<file path="config.mk">
export PLATFORM = sky130hd
export DESIGN_NAME = dem_monitor
export DESIGN_NICKNAME = d
export VERILOG_FILES = /design/src/rtl/dem_pkg.sv /design/src/rtl/dem_monitor.sv
export SDC_FILE = /design/constraint.sdc
export NUM_CORES = 1
export LEC_CHECK = 0
export BUFFER_PORTS_ARGS = -buffer_cell sky130_fd_sc_hd__clkbuf_2
export CAP_MARGIN = 40
export CORE_MARGIN = 2
export CORE_UTILIZATION = 65
export CTS_BUF_LIST = sky130_fd_sc_hd__clkbuf_4 sky130_fd_sc_hd__clkbuf_8
export CTS_CLUSTER_DIAMETER = 100
export DETAILED_ROUTE_END_ITERATION = 8
export PLACE_DENSITY = 0.84
export REMOVE_ABC_BUFFERS = 1
export SETUP_SLACK_MARGIN = 0.15
export SLEW_MARGIN = 30
export SYNTH_ARGS = -nofsm -noshare
export SYNTH_HDL_FRONTEND = slang
export SYNTH_SLANG_ARGS = --single-unit
</file>
<file path="constraint.sdc">
create_clock -name CLK_I -period 5.7 [get_ports CLK_I]
set_input_delay 1.14 -clock CLK_I [delete_from_list [all_inputs] [get_ports CLK_I]]
set_output_delay 1.14 -clock CLK_I [all_outputs]
set_load 0.02 [all_outputs]
</file>
<file path="src/rtl/dem_pkg.sv">
// Purpose: Shared constants and carriers for the deserializer error monitor
// Assumes: 8-bit register port, one clock, synchronous active-high reset
// Notes: Offsets are the byte addresses of the register port
package dem_pkg;
	// ********************************
	// Register offsets
	// ********************************
	localparam logic [7:0] ADDR_EVT_CFG = 8'h2B;
	localparam logic [7:0] ADDR_ERR_CTL = 8'h2D;
	localparam logic [7:0] ADDR_LIM_LO = 8'h2E;
	localparam logic [7:0] ADDR_LIM_HI = 8'h2F;
	localparam logic [7:0] ADDR_EVT_CNT = 8'h3D;
	localparam logic [7:0] ADDR_ERR_LO = 8'h3E;
	localparam logic [7:0] ADDR_ERR_HI = 8'h3F;
	// ********************************
	// Field positions
	// ********************************
	localparam int EVT_EN_BIT = 0;
	localparam int EVT_RST_DATA_BIT = 1;
	localparam int EVT_RST_CDR_BIT = 2;
	localparam int EVT_SEL_BIT = 3;
	localparam int ERR_NOEXIT_BIT = 0;
	localparam int ERR_SEL_WIN_BIT = 1;
	localparam int ERR_CLEAR_BIT = 2;
	localparam int ERR_CODE_DIS_BIT = 3;
	localparam int ERR_ACCUM_BIT = 4;
	// ********************************
	// Reset values and masks
	// ********************************
	localparam logic [7:0] EVT_CFG_RST = 8'h00;
	localparam logic [7:0] ERR_CTL_RST = 8'h00;
	localparam logic [7:0] LIM_LO_RST = 8'h10;
	localparam logic [7:0] LIM_HI_RST = 8'h00;
	localparam logic [7:0] EVT_CFG_MASK = 8'h0F;
	localparam logic [7:0] ERR_CTL_MASK = 8'h1F;
	localparam int WINDOW_CYCLES = 1000000;
	typedef struct packed {
		logic wr;
		logic rd;
		logic [7:0] addr;
		logic [7:0] wdata;
	} dem_req_s;
	typedef struct packed {
		logic clk_lost;
		logic lock_lost;
		logic data_err;
		logic code_err;
	} dem_evt_s;
endpackage : dem_pkg

</file>
<file path="src/rtl/dem_monitor.sv">
// Purpose: Error and event monitor of a serial video deserializer
// Assumes: Register port driven by on-chip logic in this clock domain
// Notes: Event pulses come from same-clock receive logic
// What this block does
// - Event counters count only when enabled
// - Select bit picks CDR or data counter
// - Bit 2 resets CDR event counter
// - Bit 1 resets data event counter
// - Accumulate bit keeps error counts across runs
// - Code-error disable masks count and lock
// - Clear bit zeroes current and previous counts
// - Select bit: current run or window count
// - No-exit bit keeps normal receiving state
// - Count above threshold stops data delivery
// - Threshold low byte resets to sixteen
// - Threshold high byte resets to zero
// - Selected event counter reads as byte
// - Error count reads as two bytes
`timescale 1ns/1ns
`default_nettype none
module dem_monitor #(
	parameter int WIN_CYCLES = dem_pkg::WINDOW_CYCLES
) (
	input wire logic CLK_I,
	input wire logic SYS_RST_I,
	input wire dem_pkg::dem_req_s REQ_I,
	input wire dem_pkg::dem_evt_s EVT_I,
	input wire logic LOCK_RAW_I,
	input wire logic [4:0] RX_DATA_I,
	output logic [7:0] RDATA_O,
	output logic LOCK_O,
	output logic RX_VALID_O,
	output logic [4:0] RX_DATA_O
);
	import dem_pkg::*;
	// Window end compares against WIN_CYCLES - 1 on a 32-bit timer
	if (WIN_CYCLES < 2) begin : g_win_check
		$error("WIN_CYCLES must be at least 2");
	end

	// Saturating so a stuck link cannot wrap back under the limit
	function automatic logic [7:0] sat8(input logic [7:0] v, input logic inc);
		sat8 = (inc && v != 8'hFF) ? v + 8'h01 : v;
	endfunction : sat8

	function automatic logic [15:0] sat16(input logic [15:0] v, input logic inc);
		sat16 = (inc && v != 16'hFFFF) ? v + 16'h0001 : v;
	endfunction : sat16

	typedef enum {ST_NORMAL, ST_HALTED} dem_state_e;

	logic [7:0] evt_cfg_q, evt_cfg_d, err_ctl_q, err_ctl_d;
	logic [7:0] lim_lo_q, lim_lo_d, lim_hi_q, lim_hi_d;
	logic [7:0] cdr_cnt_q, cdr_cnt_d, dat_cnt_q, dat_cnt_d;
	logic [15:0] run_cnt_q, run_cnt_d, win_cnt_q, win_cnt_d, prev_q, prev_d;
	logic [31:0] win_tmr_q, win_tmr_d;
	logic [7:0] rdata_q, rdata_d;
	logic lock_q, lock_d, valid_q, valid_d;
	logic [4:0] rxd_q, rxd_d;
	dem_state_e st_q, st_d;
	logic err_evt, win_end;
	logic [15:0] shown_cnt, limit;

	// ********************************
	// Configuration registers
	// ********************************
	always_comb begin
		evt_cfg_d = evt_cfg_q;
		err_ctl_d = err_ctl_q;
		lim_lo_d = lim_lo_q;
		lim_hi_d = lim_hi_q;
		if (REQ_I.wr) begin
			unique case (REQ_I.addr)
				ADDR_EVT_CFG: evt_cfg_d = REQ_I.wdata & EVT_CFG_MASK;
				ADDR_ERR_CTL: err_ctl_d = REQ_I.wdata & ERR_CTL_MASK;
				ADDR_LIM_LO: lim_lo_d = REQ_I.wdata;
				ADDR_LIM_HI: lim_hi_d = REQ_I.wdata;
				default: ;
			endcase
		end
	end

	always_ff @(posedge CLK_I) begin
		if (SYS_RST_I) begin
			evt_cfg_q <= EVT_CFG_RST;
			err_ctl_q <= ERR_CTL_RST;
			lim_lo_q <= LIM_LO_RST;
			lim_hi_q <= LIM_HI_RST;
		end else begin
			evt_cfg_q <= evt_cfg_d;
			err_ctl_q <= err_ctl_d;
			lim_lo_q <= lim_lo_d;
			lim_hi_q <= lim_hi_d;
		end
	end

	// ********************************
	// Event and error counters
	// ********************************
	always_comb begin
		// Code errors dropped before they reach the count when the disable bit is set
		err_evt = EVT_I.data_err | (EVT_I.code_err & ~err_ctl_q[ERR_CODE_DIS_BIT]);
		// Timer runs free; a clear does not restart the window
		win_end = (win_tmr_q == 32'(WIN_CYCLES - 1));
		win_tmr_d = win_end ? 32'h0000_0000 : win_tmr_q + 32'h0000_0001;
		cdr_cnt_d = sat8(cdr_cnt_q, evt_cfg_q[EVT_EN_BIT]
			& (EVT_I.clk_lost | EVT_I.lock_lost));
		dat_cnt_d = sat8(dat_cnt_q, evt_cfg_q[EVT_EN_BIT] & err_evt);
		if (evt_cfg_q[EVT_RST_CDR_BIT]) begin
			cdr_cnt_d = 8'h00;
		end
		if (evt_cfg_q[EVT_RST_DATA_BIT]) begin
			dat_cnt_d = 8'h00;
		end
		run_cnt_d = sat16(run_cnt_q, err_evt);
		win_cnt_d = sat16(win_cnt_q, err_evt);
		prev_d = prev_q;
		if (win_end) begin
			// Window count restarts unless accumulation is on
			prev_d = win_cnt_d;
			if (!err_ctl_q[ERR_ACCUM_BIT]) begin
				win_cnt_d = 16'h0000;
			end
		end
		if (!LOCK_RAW_I && !err_ctl_q[ERR_ACCUM_BIT]) begin
			run_cnt_d = 16'h0000;
		end
		if (err_ctl_q[ERR_CLEAR_BIT]) begin
			run_cnt_d = 16'h0000;
			win_cnt_d = 16'h0000;
			prev_d = 16'h0000;
		end
	end

	always_ff @(posedge CLK_I) begin
		if (SYS_RST_I) begin
			cdr_cnt_q <= 8'h00;
			dat_cnt_q <= 8'h00;
			run_cnt_q <= 16'h0000;
			win_cnt_q <= 16'h0000;
			prev_q <= 16'h0000;
			win_tmr_q <= 32'h0000_0000;
		end else begin
			cdr_cnt_q <= cdr_cnt_d;
			dat_cnt_q <= dat_cnt_d;
			run_cnt_q <= run_cnt_d;
			win_cnt_q <= win_cnt_d;
			prev_q <= prev_d;
			win_tmr_q <= win_tmr_d;
		end
	end

	// ********************************
	// State, readback and outputs
	// ********************************
	always_comb begin
		// Window view shows last finished window for a stable read
		shown_cnt = err_ctl_q[ERR_SEL_WIN_BIT] ? prev_q : run_cnt_q;
		limit = {lim_hi_q, lim_lo_q};
		st_d = st_q;
		unique case (st_q)
			ST_NORMAL: begin
				if (shown_cnt > limit && !err_ctl_q[ERR_NOEXIT_BIT]) begin
					st_d = ST_HALTED;
				end
			end
			ST_HALTED: begin
				if (shown_cnt <= limit || err_ctl_q[ERR_NOEXIT_BIT]) begin
					st_d = ST_NORMAL;
				end
			end
		endcase
		// Code errors may not pull lock down when disabled
		lock_d = LOCK_RAW_I & ~(EVT_I.code_err & ~err_ctl_q[ERR_CODE_DIS_BIT]);
		// Halt blocks data in the same cycle the state leaves normal
		valid_d = (st_d == ST_NORMAL) & LOCK_RAW_I;
		rxd_d = valid_d ? RX_DATA_I : 5'h00;
	end

	always_ff @(posedge CLK_I) begin
		if (SYS_RST_I) begin
			lock_q <= 1'b0;
			valid_q <= 1'b0;
			rxd_q <= 5'h00;
			st_q <= ST_NORMAL;
		end else begin
			lock_q <= lock_d;
			valid_q <= valid_d;
			rxd_q <= rxd_d;
			st_q <= st_d;
		end
	end

	// ********************************
	// Register readback
	// ********************************
	// Registered decode; the two count bytes are not latched together
	always_comb begin
		rdata_d = 8'h00;
		unique case (REQ_I.addr)
			ADDR_EVT_CFG: rdata_d = evt_cfg_q;
			ADDR_ERR_CTL: rdata_d = err_ctl_q;
			ADDR_LIM_LO: rdata_d = lim_lo_q;
			ADDR_LIM_HI: rdata_d = lim_hi_q;
			ADDR_EVT_CNT: rdata_d = evt_cfg_q[EVT_SEL_BIT] ? dat_cnt_q : cdr_cnt_q;
			ADDR_ERR_LO: rdata_d = shown_cnt[7:0];
			ADDR_ERR_HI: rdata_d = shown_cnt[15:8];
			default: rdata_d = 8'h00;
		endcase
	end

	always_ff @(posedge CLK_I) begin
		if (SYS_RST_I) begin
			rdata_q <= 8'h00;
		end else begin
			rdata_q <= rdata_d;
		end
	end

	assign RDATA_O = rdata_q;
	assign LOCK_O = lock_q;
	assign RX_VALID_O = valid_q;
	assign RX_DATA_O = rxd_q;
endmodule : dem_monitor
`default_nettype wire

</file>
==> run_summary.xml, run 1 <==
<?xml version="1.0" encoding="UTF-8"?>
<metrics>
  <group name="status">
    <metric name="status" unit="">completed</metric>
  </group>
  <group name="timing">
    <metric name="finalCritPeriodShare" unit="%">52.15</metric>
    <metric name="timing.max_slew.rel_slack" unit="%">48.59</metric>
    <metric name="finalSetupViolations" unit="">0</metric>
    <metric name="setup_ws" unit="ns">2.728</metric>
    <metric name="setup_tns" unit="ns">0</metric>
    <metric name="worst_pin_slew" unit="ns">0.7683</metric>
    <metric name="drv_slew" unit="">0</metric>
    <metric name="fmax" unit="MHz">336.4</metric>
    <metric name="hold_viol_final" unit="">0</metric>
    <metric name="rsz0062_at_grt" unit="">no</metric>
    <metric name="clock-skew-final" unit="ns">0.01511</metric>
    <metric name="final.min_clock_period" unit="ns">2.972</metric>
  </group>
  <group name="yosys">
    <metric name="synth_async_sr_flop_share" unit="%">0</metric>
    <metric name="syn-cell-area" unit="mm^2">0.007679</metric>
    <metric name="synth-seq-area-share" unit="%">43.54</metric>
    <metric name="yosys.area.top_type_share" unit="%">43.54</metric>
    <metric name="postSynthRegisterBits" unit="">167</metric>
    <metric name="post_synth_num_cell_types" unit="">57</metric>
    <metric name="synth-main-ff-cell" unit="">sky130_fd_sc_hd__dfxtp_1</metric>
    <metric name="synthesis.area_per_instance" unit="um^2">8.716</metric>
    <metric name="synth_top_cell_by_area" unit="">sky130_fd_sc_hd__dfxtp_1</metric>
    <metric name="synth_top_cells_by_area" unit="">sky130_fd_sc_hd__dfxtp_1 (44%), sky130_fd_sc_hd__xnor2_1 (4.9%), sky130_fd_sc_hd__nor2_1 (4.5%)</metric>
    <metric name="yosys_warnings" unit="">0</metric>
    <metric name="post_synth_inst_count" unit="">881</metric>
    <metric name="count_of_flip_flops_with_a_built_in_enable_after_synthesis" unit="">0</metric>
  </group>
  <group name="worst_hold_path">
    <metric name="hold_path_startpoint" unit="">win_tmr_q[0]$_SDFF_PP0_</metric>
    <metric name="holdPathStages" unit="">1</metric>
    <metric name="end_point_of_the_worst_hold_path" unit="">win_tmr_q[0]$_SDFF_PP0_</metric>
    <metric name="tightest_hold_check_type" unit="">reg -&gt; reg</metric>
  </group>
  <group name="placed_design">
    <metric name="number_of_buffer_cells_added_on_primary_ports" unit="">43</metric>
    <metric name="place.detailed.hpwl" unit="mm">13.23</metric>
    <metric name="place_ws" unit="ns">2.487</metric>
    <metric name="gp_congestion" unit="">0.9919</metric>
  </group>
  <group name="clock_tree">
    <metric name="clock_tree_from_tritoncts" unit="">built</metric>
    <metric name="clk_root_buffer_cell" unit="">sky130_fd_sc_hd__clkbuf_8</metric>
    <metric name="post-cts-setup-buffers" unit="">0</metric>
    <metric name="cts_max_level" unit="">4</metric>
    <metric name="cts_buffers" unit="">17</metric>
    <metric name="cts_repair_resized_insts" unit="">0</metric>
    <metric name="clock_latency" unit="ns">0.47</metric>
    <metric name="cts.sink_count" unit="">167</metric>
    <metric name="clk_pin_slew_worst_paths" unit="ns">0.09</metric>
    <metric name="clock_path_buffers" unit="">2</metric>
    <metric name="post_cts_hold_buffer_count" unit="">0</metric>
  </group>
  <group name="critical_path">
    <metric name="cp.arrival" unit="ns">3.30</metric>
    <metric name="cp_max_fo" unit="">37</metric>
    <metric name="crit_start" unit="">err_ctl_q[1]$_SDFFE_PP0P_</metric>
    <metric name="reg2reg_slack" unit="ns">2.73</metric>
    <metric name="worstPathRequired" unit="ns">6.03</metric>
    <metric name="critical_path_class" unit="">reg -&gt; reg</metric>
    <metric name="critical_path.startpoint_type" unit="">flop</metric>
    <metric name="r2r-end" unit="">st_q[1]$_SDFF_PP0_</metric>
    <metric name="worstRegToRegCells" unit="">8</metric>
    <metric name="worstSetupEndpointType" unit="">flop</metric>
    <metric name="worstReg2RegStart" unit="">err_ctl_q[1]$_SDFFE_PP0P_</metric>
  </group>
  <group name="grt">
    <metric name="grt_use_total" unit="%">29.41</metric>
    <metric name="first_global_vias" unit="">6375</metric>
    <metric name="antenna_found_initial" unit="">0</metric>
    <metric name="overflow" unit="">0</metric>
    <metric name="largest_net_degree_at_the_start_of_global_routing" unit="">67</metric>
    <metric name="grt_first_pass_wirelength" unit="mm">30.28</metric>
  </group>
  <group name="layout">
    <metric name="multiInputGateArea" unit="mm^2">0.004066</metric>
    <metric name="area_growth_syn_to_layout" unit="%">9.483</metric>
    <metric name="final_nets" unit="">958</metric>
    <metric name="footprint_of_the_flip_flops_and_latches" unit="mm^2">0.003343</metric>
    <metric name="num-fill-cells" unit="">849</metric>
    <metric name="insertedDiodeCount" unit="">0</metric>
    <metric name="post_route_cells_drive_above_1_share" unit="%">12.07</metric>
    <metric name="finish.utilization" unit="%">73.31</metric>
  </group>
  <group name="detailed_routing">
    <metric name="num_vias" unit="">6731</metric>
    <metric name="detail-route-antenna-nets" unit="">0</metric>
    <metric name="wl" unit="mm">18.39</metric>
    <metric name="wl_per_cell" unit="um">17.30</metric>
    <metric name="vias_per_cell" unit="">6.332</metric>
    <metric name="initialDrtViolationCount" unit="">614</metric>
    <metric name="drt_drc_violations_left" unit="">0</metric>
    <metric name="dr.pass1.iters" unit="">7</metric>
  </group>
  <group name="power">
    <metric name="design_power_total" unit="mW">2.165</metric>
    <metric name="power_density_over_the_cells" unit="mW/mm^2">257.5</metric>
    <metric name="max-vdd-ir-drop" unit="uV">330.9</metric>
    <metric name="total_leakage_power" unit="nW">2.893</metric>
  </group>
  <group name="die">
    <metric name="die_area" unit="mm^2">0.01270</metric>
    <metric name="io_pins" unit="">45</metric>
    <metric name="core" unit="mm^2">0.01147</metric>
    <metric name="floorplan.initialDensity" unit="%">66.96</metric>
    <metric name="die_span_in_y" unit="um">112.7</metric>
    <metric name="die_w" unit="um">112.7</metric>
    <metric name="std_cell_rows" unit="">39</metric>
  </group>
  <group name="run">
    <metric name="max_cap_viol_count" unit="">0</metric>
  </group>
</metrics>
layer usage:
| layer | GRT usage [%] | share of wire, % | vias to the layer above | wire [um] |
|---|---|---|---|---|
| met4 | 12.76 | 3.7 | 0 | 687 |
| met5 | 0 | 0 | - | 0 |
| met1 | 37.96 | 42 | 3133 | 7675 |
| li1 | - | - | 3207 | - |
| met3 | 7.017 | 7.9 | 67 | 1452 |
| met2 | 47.35 | 47 | 324 | 8578 |
synth_stat cells, types with 2 or more instances:
| cell | instances |
|---|---|
| sky130_fd_sc_hd__o31a_1 | 2 |
| sky130_fd_sc_hd__o22ai_1 | 2 |
| sky130_fd_sc_hd__nor4_1 | 28 |
| sky130_fd_sc_hd__xor2_1 | 12 |
| sky130_fd_sc_hd__a21o_1 | 5 |
| sky130_fd_sc_hd__nand4_1 | 21 |
| sky130_fd_sc_hd__xnor2_1 | 43 |
| sky130_fd_sc_hd__clkbuf_1 | 32 |
| sky130_fd_sc_hd__o21ai_1 | 2 |
| sky130_fd_sc_hd__a22oi_1 | 6 |
| sky130_fd_sc_hd__nand2_1 | 70 |
| sky130_fd_sc_hd__or3b_1 | 2 |
| sky130_fd_sc_hd__o2111ai_1 | 3 |
| sky130_fd_sc_hd__nand3b_1 | 3 |
| sky130_fd_sc_hd__o211ai_1 | 9 |
| sky130_fd_sc_hd__or2_2 | 5 |
| sky130_fd_sc_hd__nand3_1 | 41 |
| sky130_fd_sc_hd__or3_1 | 11 |
| sky130_fd_sc_hd__a2bb2oi_1 | 3 |
| sky130_fd_sc_hd__a211oi_1 | 4 |
| sky130_fd_sc_hd__dfxtp_1 | 167 |
| sky130_fd_sc_hd__mux2i_1 | 19 |
| sky130_fd_sc_hd__a21oi_1 | 68 |
| sky130_fd_sc_hd__o31ai_1 | 5 |
| sky130_fd_sc_hd__and2_1 | 3 |
| sky130_fd_sc_hd__and4_1 | 9 |
| sky130_fd_sc_hd__o21ai_0 | 25 |
| sky130_fd_sc_hd__buf_1 | 6 |
| sky130_fd_sc_hd__mux2_2 | 15 |
| sky130_fd_sc_hd__and3_1 | 8 |
| sky130_fd_sc_hd__inv_1 | 27 |
| sky130_fd_sc_hd__nor2_1 | 93 |
| sky130_fd_sc_hd__buf_2 | 7 |
| sky130_fd_sc_hd__nor3b_1 | 43 |
| sky130_fd_sc_hd__nor3_1 | 19 |
| sky130_fd_sc_hd__nand2b_1 | 5 |
| sky130_fd_sc_hd__nor4b_1 | 6 |
| sky130_fd_sc_hd__nor4_2 | 2 |
| sky130_fd_sc_hd__or4_1 | 8 |
| sky130_fd_sc_hd__a221oi_1 | 2 |
| sky130_fd_sc_hd__ha_1 | 21 |
| sky130_fd_sc_hd__nor2b_1 | 4 |
layout make-up:
cell class,count,area share [%]
clock buffers,18,2.872
multi-input cells,642,48.37
flip-flops and latches,167,39.77
clock inverters,14,2.218
inverters,27,1.206
repair buffers,52,3.438
well taps,143,2.128
cell families (layout without fill, tap and decap cells):
kind of cell	after synthesis	count (layout)	synth area share, %
AND/OR/NAND/NOR	386	386	26.92
flip-flops	167	167	43.54
AO/OA/AOI/OAI	146	146	11.54
buffers and inverters	72	111	3.634
XOR/XNOR	55	55	6.273
multiplexers	34	34	4.676
adder cells (fa/ha/maj)	21	21	3.422
per-stage QoR:
step | std cells | hold WS (ns) | area (um^2)
2_1_floorplan | 836 | 0.4288 | 7501
3_3_place_gp | 1026 | 0.4402 | 7934
3_5_place_dp | 1029 | 0.4537 | 7960
4_1_cts | 1061 | 0.4749 | 8388
5_1_grt | 1063 | 0.4905 | 8407
6_report | 1063 | 0.4665 | 8407
critical path, cell delays in order, from the launching register on:
cell                       delay [ns]
sky130_fd_sc_hd__dfxtp_1         0.42
sky130_fd_sc_hd__buf_6           0.22
sky130_fd_sc_hd__mux2_2          0.40
sky130_fd_sc_hd__ha_1            0.33
sky130_fd_sc_hd__nand4_1         0.15
sky130_fd_sc_hd__nor4_1          0.33
sky130_fd_sc_hd__a21boi_0        0.23
sky130_fd_sc_hd__o31a_2          0.61
sky130_fd_sc_hd__nor3b_1         0.13
power breakdown:
part           switching [mW]  internal, mW  leakage [nW]  total (mW)
clock                   0.457         0.452         0.222       0.909
combinational          0.0531        0.0242          1.32      0.0774
sequential            0.00575          1.17          1.35        1.18
total                   0.516          1.65          2.89        2.16
how the worst max path moves through the flow:
| stage | cells past startpoint | endpoint | slack, ns |
|---|---|---|---|
| 6_report | 8 | st_q[1]$_SDFF_PP0_ | 2.73 |
| 5_1_grt | 8 | RX_DATA_O[0]$_SDFF_PP0_ | 2.57 |
| 4_1_cts | 7 | st_q[1]$_SDFF_PP0_ | 2.46 |
| 3_5_place_dp | 7 | st_q[8]$_SDFF_PP0_ | 2.49 |
| 3_3_place_gp | 7 | RX_DATA_O[3]$_SDFF_PP0_ | 2.20 |
| 2_1_floorplan | 5 | lim_hi_q[0]$_SDFFE_PP0P_ | 2.70 |
layout by cell type, fill, tap and decap left out, types with 9 or more instances in the layout:
master	Yosys	final
sky130_fd_sc_hd__dfxtp_1	167	167
sky130_fd_sc_hd__nor2_1	93	93
sky130_fd_sc_hd__nand2_1	70	70
sky130_fd_sc_hd__a21oi_1	68	68
sky130_fd_sc_hd__nor3b_1	43	43
sky130_fd_sc_hd__xnor2_1	43	43
sky130_fd_sc_hd__clkbuf_2	0	43
sky130_fd_sc_hd__nand3_1	41	41
sky130_fd_sc_hd__nor4_1	28	28
sky130_fd_sc_hd__inv_1	27	27
sky130_fd_sc_hd__o21ai_0	25	24
sky130_fd_sc_hd__nand4_1	21	21
sky130_fd_sc_hd__ha_1	21	21
sky130_fd_sc_hd__mux2i_1	19	19
sky130_fd_sc_hd__nor3_1	19	19
sky130_fd_sc_hd__clkbuf_8	0	17
sky130_fd_sc_hd__mux2_2	15	15
sky130_fd_sc_hd__xor2_1	12	12
sky130_fd_sc_hd__or3_1	11	11
sky130_fd_sc_hd__o211ai_1	9	9
sky130_fd_sc_hd__and4_1	9	9
state kept, by name (all words and copies together), names as in the netlist:
register	flops
evt_cfg_q	4
LOCK_O	1
prev_q	16
RX_DATA_O	5
err_ctl_q	5
dat_cnt_q	8
win_tmr_q	32
lim_hi_q	8
RDATA_O	8
cdr_cnt_q	8
run_cnt_q	16
st_q	31
win_cnt_q	16
lim_lo_q	8
RX_VALID_O	1
(Power assumes the default switching activity.)
==> run 2: changes to the inputs <==
--- a/config.mk
+++ b/config.mk
@@ -8,11 +8,11 @@
 export BUFFER_PORTS_ARGS = -buffer_cell sky130_fd_sc_hd__clkbuf_2
 export CAP_MARGIN = 40
 export CORE_MARGIN = 2
-export CORE_UTILIZATION = 65
+export CORE_UTILIZATION = 57
 export CTS_BUF_LIST = sky130_fd_sc_hd__clkbuf_4 sky130_fd_sc_hd__clkbuf_8
 export CTS_CLUSTER_DIAMETER = 100
 export DETAILED_ROUTE_END_ITERATION = 8
-export PLACE_DENSITY = 0.84
+export PLACE_DENSITY = 0.78
 export REMOVE_ABC_BUFFERS = 1
 export SETUP_SLACK_MARGIN = 0.15
 export SLEW_MARGIN = 30
==> constraint.sdc (replaced) <==
create_clock -name CLK_I -period 2.5 [get_ports CLK_I]
set_input_delay 0.5 -clock CLK_I [delete_from_list [all_inputs] [get_ports CLK_I]]
set_output_delay 0.5 -clock CLK_I [all_outputs]
set_load 0.02 [all_outputs]
==> run 2 against run 1 <==
Against the previous run:
- the flow now finishes with violations (setup timing)
- routed wire length up 2.0%
- cell count up 6.0%
- setup slack worse by 2.8 ns
- design area up 7.0%
- largest power group unchanged
- highest routed layer unchanged
==> run_summary.xml, run 2 (synthesis gave the netlist of run 1 again) <==
<?xml version="1.0" encoding="UTF-8"?>
<metrics>
  <group name="timing">
    <metric name="drv_slew" unit="">0</metric>
    <metric name="finalCritPeriodShare" unit="%">103.5</metric>
    <metric name="fmax" unit="MHz">386.5</metric>
    <metric name="clock-skew-final" unit="ns">0.01181</metric>
    <metric name="hold_viol_final" unit="">0</metric>
    <metric name="setup_tns" unit="ns">-2.045</metric>
    <metric name="setup_ws" unit="ns">-0.08765</metric>
    <metric name="final.min_clock_period" unit="ns">2.588</metric>
    <metric name="finalSetupViolations" unit="">37</metric>
    <metric name="worst_pin_slew" unit="ns">0.6515</metric>
    <metric name="timing.max_slew.rel_slack" unit="%">56.28</metric>
    <metric name="rsz0062_at_grt" unit="">yes</metric>
  </group>
  <group name="grt">
    <metric name="grt_use_total" unit="%">26.29</metric>
    <metric name="first_global_vias" unit="">6327</metric>
    <metric name="antenna_found_initial" unit="">0</metric>
    <metric name="overflow" unit="">0</metric>
    <metric name="largest_net_degree_at_the_start_of_global_routing" unit="">33</metric>
    <metric name="grt_first_pass_wirelength" unit="mm">30.21</metric>
  </group>
  <group name="power">
    <metric name="clockPowerShare" unit="%">39.7</metric>
    <metric name="total_leakage_power" unit="nW">3.127</metric>
    <metric name="seq_power_share" unit="%">56.2</metric>
    <metric name="design_power_total" unit="mW">4.781</metric>
    <metric name="power_density_over_the_cells" unit="mW/mm^2">531.5</metric>
    <metric name="internal_power" unit="mW">3.494</metric>
    <metric name="power_switching" unit="mW">1.287</metric>
    <metric name="power.share.switching" unit="%">26.92</metric>
    <metric name="max-vdd-ir-drop" unit="uV">483.1</metric>
    <metric name="share_comb_of_total_power" unit="%">4.1</metric>
  </group>
  <group name="worst_hold_path">
    <metric name="tightest_hold_check_type" unit="">in -&gt; reg</metric>
    <metric name="holdPathStages" unit="">2</metric>
    <metric name="hold_path_startpoint" unit="">RX_DATA_I[0]</metric>
  </group>
  <group name="clock_tree">
    <metric name="clock_latency" unit="ns">0.48</metric>
    <metric name="clk_root_buffer_cell" unit="">sky130_fd_sc_hd__clkbuf_8</metric>
    <metric name="cts_buffers" unit="">17</metric>
    <metric name="cts.sink_count" unit="">167</metric>
    <metric name="clock_path_buffers" unit="">2</metric>
    <metric name="clk_pin_slew_worst_paths" unit="ns">0.10</metric>
    <metric name="clock_tree_from_tritoncts" unit="">built</metric>
    <metric name="cts_max_level" unit="">4</metric>
  </group>
  <group name="critical_path">
    <metric name="critical_path.startpoint_type" unit="">flop</metric>
    <metric name="crit_start" unit="">err_ctl_q[1]$_SDFFE_PP0P_</metric>
    <metric name="cp_max_fo" unit="">9</metric>
    <metric name="worstPathRequired" unit="ns">2.91</metric>
    <metric name="critical_path_class" unit="">reg -&gt; reg</metric>
    <metric name="cp.arrival" unit="ns">3.00</metric>
    <metric name="worstReg2RegStart" unit="">err_ctl_q[1]$_SDFFE_PP0P_</metric>
    <metric name="worstSetupEndpointType" unit="">flop</metric>
    <metric name="worstRegToRegCells" unit="">11</metric>
    <metric name="reg2reg_slack" unit="ns">-0.09</metric>
  </group>
  <group name="status">
    <metric name="violations_in_the_final_reports" unit="">setup timing</metric>
    <metric name="status" unit="">complete, but fails checks</metric>
  </group>
  <group name="detailed_routing">
    <metric name="num_vias" unit="">6717</metric>
    <metric name="dr.pass1.iters" unit="">8</metric>
    <metric name="detail-route-antenna-nets" unit="">0</metric>
    <metric name="vias_per_cell" unit="">5.960</metric>
    <metric name="wl_per_cell" unit="um">16.64</metric>
    <metric name="initialDrtViolationCount" unit="">597</metric>
    <metric name="wl" unit="mm">18.76</metric>
    <metric name="drt_drc_violations_left" unit="">0</metric>
  </group>
  <group name="layout">
    <metric name="insertedDiodeCount" unit="">0</metric>
    <metric name="max_flop_register" unit="">win_tmr_q</metric>
    <metric name="leading_cell_types_in_the_layout_fill_and_taps_excluded" unit="">sky130_fd_sc_hd__dfxtp_1 (166), sky130_fd_sc_hd__nor2_1 (93), sky130_fd_sc_hd__nand2_1 (70)</metric>
    <metric name="area_growth_syn_to_layout" unit="%">17.16</metric>
    <metric name="largest_registers" unit="">win_tmr_q: 32 flops, st_q: 31 flops</metric>
    <metric name="layout_commonest_cell" unit="">sky130_fd_sc_hd__dfxtp_1</metric>
    <metric name="post_route_cells_drive_above_1_share" unit="%">17.77</metric>
    <metric name="finish.utilization" unit="%">68.20</metric>
    <metric name="largest_register_ff_count" unit="">32</metric>
    <metric name="final_nets" unit="">989</metric>
  </group>
  <group name="die">
    <metric name="die_w" unit="um">120.1</metric>
    <metric name="die_span_in_y" unit="um">120.1</metric>
    <metric name="floorplan.initialDensity" unit="%">58.21</metric>
    <metric name="std_cell_rows" unit="">42</metric>
    <metric name="die_area" unit="mm^2">0.01442</metric>
    <metric name="io_pins" unit="">45</metric>
    <metric name="core" unit="mm^2">0.01319</metric>
  </group>
  <group name="placed_design">
    <metric name="gp_congestion" unit="">0.9131</metric>
    <metric name="number_of_buffer_cells_added_on_primary_ports" unit="">43</metric>
    <metric name="place.detailed.hpwl" unit="mm">12.61</metric>
    <metric name="place_ws" unit="ns">-0.05236</metric>
  </group>
  <group name="run">
    <metric name="max_cap_viol_count" unit="">0</metric>
  </group>
</metrics>
-- run 2: cell type report --
class | instances | area [um^2]
repair buffers | 83 | 633.1
clock buffers | 17 | 234.0
fillers | 1050 | 4194
multi-input cells | 642 | 4302
well taps | 176 | 220.2
flip-flops and latches | 167 | 3347
inverters | 27 | 101.3
clock inverters | 15 | 158.9
-- run 2: worst paths after layout --
| path | endpoint |
|---|---|
| setup / recovery | st_q[13]$_SDFF_PP0_ |
| hold / removal | RX_DATA_O[0]$_SDFF_PP0_ |
| setup reg to reg | st_q[13]$_SDFF_PP0_ |
| hold reg to reg | win_tmr_q[0]$_SDFF_PP0_ |
-- run 2: through the flow --
step / hold slack [ns] / cell area [um^2] / std cells
floorplan: 0.4288 / 7501 / 836
global placement: 0.4428 / 8173 / 1082
detailed placement: 0.4505 / 8173 / 1082
CTS: 0.2257 / 8890 / 1125
global route: 0.2381 / 8996 / 1127
finish: 0.2513 / 8996 / 1127
-- run 2: power by group through the flow --
stage,clock network [mW],registers (mW),logic [mW]
final,1.90,2.69,0.195
after global routing,2.05,2.69,0.211
after CTS,1.94,2.69,0.190
after detailed placement,0,2.75,0.185
after global placement,0,2.75,0.183
after floorplan,0,2.75,0.0764
-- run 2: critical path, stage by stage, from the launching register on --
cell and delay [ns]:
sky130_fd_sc_hd__dfxtp_4 0.41, sky130_fd_sc_hd__buf_12 0.15, sky130_fd_sc_hd__buf_8 0.11, sky130_fd_sc_hd__mux2_4 0.33, sky130_fd_sc_hd__ha_4 0.22, sky130_fd_sc_hd__nor2b_1 0.13, sky130_fd_sc_hd__o211ai_1 0.20, sky130_fd_sc_hd__a21boi_2 0.08
sky130_fd_sc_hd__o31a_1 0.38, sky130_fd_sc_hd__buf_4 0.18, sky130_fd_sc_hd__buf_16 0.14, sky130_fd_sc_hd__nor3b_2 0.18
-- run 2: layer usage --
metal | routed length [um] | GRT usage [%]
met2 | 8543 | 40.31
met4 | 654 | 13.53
met1 | 8375 | 34.35
met3 | 1182 | 6.369
met5 | 0 | 0
-- run 2: timing repair --
item / in CTS / in global routing
gates cloned: 3 / 2
hold buffers: 0 / 0
endpoints found under the setup margin: 37 / 40
pin swaps: 6 / 7
resized for setup: 32 / 16
setup buffers: 8 / 0
endpoints found under the hold margin: 0 / 0
==> run 3: changes to the inputs <==
--- a/config.mk
+++ b/config.mk
@@ -7,12 +7,13 @@
 export LEC_CHECK = 0
 export BUFFER_PORTS_ARGS = -buffer_cell sky130_fd_sc_hd__clkbuf_2
 export CAP_MARGIN = 40
+export CORE_ASPECT_RATIO = 0.9
 export CORE_MARGIN = 2
-export CORE_UTILIZATION = 57
+export CORE_UTILIZATION = 55
 export CTS_BUF_LIST = sky130_fd_sc_hd__clkbuf_4 sky130_fd_sc_hd__clkbuf_8
 export CTS_CLUSTER_DIAMETER = 100
 export DETAILED_ROUTE_END_ITERATION = 8
-export PLACE_DENSITY = 0.78
+export PLACE_DENSITY = 0.76
 export REMOVE_ABC_BUFFERS = 1
 export SETUP_SLACK_MARGIN = 0.15
 export SLEW_MARGIN = 30
==> run 3 against run 2 <==
Against the previous run:
- the run still ends with setup timing left
- die area up 3.5%
- clock power down 3%
- global-route usage down 0.20 points
- setup slack better by 0.043 ns
- critical path type unchanged
- critical path depth down 1
- power down 1.3%
- via count down 1.6%
- largest cell class unchanged
- largest power group unchanged
- fmax up 1.7%
- cell count down 0.35%
- clock-buffer cell count up 2
- register-to-register slack better by 0.04 ns
- routed wire length about the same
==> run_summary.xml, run 3 (synthesis gave the netlist of run 1 again) <==
<?xml version="1.0" encoding="UTF-8"?>
<metrics>
  <group name="status">
    <metric name="status" unit="">complete, but fails checks</metric>
    <metric name="violations_in_the_final_reports" unit="">setup timing</metric>
  </group>
  <group name="power">
    <metric name="max-vdd-ir-drop" unit="uV">485.3</metric>
    <metric name="total_leakage_power" unit="nW">3.136</metric>
    <metric name="design_power_total" unit="mW">4.719</metric>
    <metric name="power_density_over_the_cells" unit="mW/mm^2">522.2</metric>
  </group>
  <group name="timing">
    <metric name="fmax" unit="MHz">393.0</metric>
    <metric name="clock-skew-final" unit="ns">0.01171</metric>
    <metric name="final.hold.worst_slack" unit="ns">0.2572</metric>
    <metric name="finalCritPeriodShare" unit="%">101.8</metric>
    <metric name="rsz0062_at_grt" unit="">yes</metric>
    <metric name="drv_slew" unit="">0</metric>
    <metric name="worst_pin_slew" unit="ns">0.6322</metric>
    <metric name="setup_ws" unit="ns">-0.04432</metric>
    <metric name="hold_viol_final" unit="">0</metric>
    <metric name="final.min_clock_period" unit="ns">2.544</metric>
    <metric name="timing.max_slew.rel_slack" unit="%">57.81</metric>
    <metric name="finalSetupViolations" unit="">31</metric>
    <metric name="setup_tns" unit="ns">-0.4573</metric>
  </group>
  <group name="run">
    <metric name="max_cap_viol_count" unit="">0</metric>
  </group>
  <group name="critical_path">
    <metric name="critical_path_class" unit="">reg -&gt; reg</metric>
    <metric name="worstPathRequired" unit="ns">2.89</metric>
    <metric name="worstSetupEndpointType" unit="">flop</metric>
    <metric name="cp_max_fo" unit="">10</metric>
    <metric name="cp.arrival" unit="ns">2.94</metric>
    <metric name="critical_path.startpoint_type" unit="">flop</metric>
  </group>
  <group name="layout">
    <metric name="num-fill-cells" unit="">1081</metric>
    <metric name="finish.utilization" unit="%">66.88</metric>
    <metric name="layout_commonest_cell" unit="">sky130_fd_sc_hd__dfxtp_1</metric>
    <metric name="design_area" unit="mm^2">0.009037</metric>
    <metric name="final_nets" unit="">993</metric>
    <metric name="footprint_of_the_flip_flops_and_latches" unit="mm^2">0.003344</metric>
    <metric name="instances_no_fill" unit="">1123</metric>
    <metric name="leading_cell_types_in_the_layout_fill_and_taps_excluded" unit="">sky130_fd_sc_hd__dfxtp_1 (166), sky130_fd_sc_hd__nor2_1 (93), sky130_fd_sc_hd__nand2_1 (69)</metric>
    <metric name="area_growth_syn_to_layout" unit="%">17.70</metric>
    <metric name="insertedDiodeCount" unit="">0</metric>
    <metric name="largest_registers" unit="">win_tmr_q: 32 flops, st_q: 31 flops</metric>
    <metric name="max_flop_register" unit="">win_tmr_q</metric>
    <metric name="largest_register_ff_count" unit="">32</metric>
    <metric name="multiInputGateArea" unit="mm^2">0.004364</metric>
    <metric name="post_route_cells_drive_above_1_share" unit="%">18.95</metric>
  </group>
  <group name="clock_tree">
    <metric name="cts_buffers" unit="">17</metric>
    <metric name="clock_latency" unit="ns">0.47</metric>
    <metric name="clk_root_buffer_cell" unit="">sky130_fd_sc_hd__clkbuf_8</metric>
    <metric name="clk_pin_slew_worst_paths" unit="ns">0.10</metric>
    <metric name="cts_max_level" unit="">4</metric>
    <metric name="clock_tree_from_tritoncts" unit="">built</metric>
    <metric name="clock_path_buffers" unit="">2</metric>
    <metric name="post_cts_hold_buffer_count" unit="">0</metric>
    <metric name="cts.sink_count" unit="">167</metric>
  </group>
  <group name="die">
    <metric name="die_w" unit="um">128.6</metric>
    <metric name="die_span_in_y" unit="um">116.1</metric>
    <metric name="core" unit="mm^2">0.01351</metric>
    <metric name="std_cell_rows" unit="">40</metric>
    <metric name="io_pins" unit="">45</metric>
    <metric name="floorplan.initialDensity" unit="%">56.82</metric>
    <metric name="die_area" unit="mm^2">0.01492</metric>
  </group>
  <group name="placed_design">
    <metric name="gp_congestion" unit="">0.9461</metric>
    <metric name="place_ws" unit="ns">-0.01554</metric>
    <metric name="number_of_buffer_cells_added_on_primary_ports" unit="">43</metric>
    <metric name="place.detailed.hpwl" unit="mm">12.84</metric>
    <metric name="place_inst" unit="">1077</metric>
    <metric name="post_dp_cell_area" unit="mm^2">0.008173</metric>
  </group>
  <group name="detailed_routing">
    <metric name="wl_per_cell" unit="um">16.69</metric>
    <metric name="vias_per_cell" unit="">5.887</metric>
    <metric name="num_vias" unit="">6611</metric>
    <metric name="dr.pass1.iters" unit="">5</metric>
    <metric name="drt_drc_violations_left" unit="">0</metric>
    <metric name="detail-route-antenna-nets" unit="">0</metric>
    <metric name="initialDrtViolationCount" unit="">585</metric>
    <metric name="wl" unit="mm">18.75</metric>
  </group>
  <group name="grt">
    <metric name="grt_use_total" unit="%">26.09</metric>
    <metric name="first_global_vias" unit="">6090</metric>
    <metric name="largest_net_degree_at_the_start_of_global_routing" unit="">34</metric>
    <metric name="antenna_found_initial" unit="">0</metric>
    <metric name="grt_first_pass_wirelength" unit="mm">30.61</metric>
    <metric name="overflow" unit="">0</metric>
  </group>
  <group name="worst_hold_path">
    <metric name="tightest_hold_check_type" unit="">in -&gt; reg</metric>
  </group>
</metrics>
run 3: final cells by class:
class	count	area share [%]
clock inverters	13	1.260
clock buffers	19	2.894
repair buffers	87	7.102
multi-input cells	642	48.29
inverters	27	1.121
flip-flops and latches	167	37.01
well taps	168	2.326
run 3: final timing paths:
path,startpoint,to,slack (ns),cells after the start
worst max-delay path,err_ctl_q[1]$_SDFFE_PP0P_,st_q[16]$_SDFF_PP0_,-0.04,10
worst min-delay path,RX_DATA_I[2],RX_DATA_O[2]$_SDFF_PP0_,0.26,2
worst max register to register,err_ctl_q[1]$_SDFFE_PP0P_,st_q[16]$_SDFF_PP0_,-0.04,10
worst min register to register,st_q[27]$_SDFF_PP0_,st_q[27]$_SDFF_PP0_,0.48,1
run 3: power by group:
| group | switching [mW] | internal (mW) |
|---|---|---|
| combinational | 0.127 | 0.0652 |
| clock | 1.07 | 0.770 |
| sequential | 0.0137 | 2.67 |
| total | 1.21 | 3.51 |
run 3: metal layers:
metal	global-route usage [%]	vias up	wire length, um
met5	0	-	0
li1	-	3292	-
met2	37.98	213	8027
met3	5.589	39	1320
met4	12.10	0	518
met1	37.23	3067	8881
run 3: critical path: stages (launching register included):
cell	delay [ns]
sky130_fd_sc_hd__dfxtp_2	0.37
sky130_fd_sc_hd__buf_6	0.14
sky130_fd_sc_hd__mux2_4	0.33
sky130_fd_sc_hd__ha_4	0.22
sky130_fd_sc_hd__nand4_1	0.20
sky130_fd_sc_hd__nor2_1	0.07
sky130_fd_sc_hd__a221o_1	0.30
sky130_fd_sc_hd__o31a_1	0.33
sky130_fd_sc_hd__buf_6	0.15
sky130_fd_sc_hd__buf_12	0.14
sky130_fd_sc_hd__nor3b_1	0.20
run 3: what timing repair did:
action / in CTS / in global routing
endpoints found under the setup margin: 37 / 39
buffers inserted: 9 / 1
resized for setup: 48 / 9
cloned: 2 / 2
pin swaps: 7 / 2
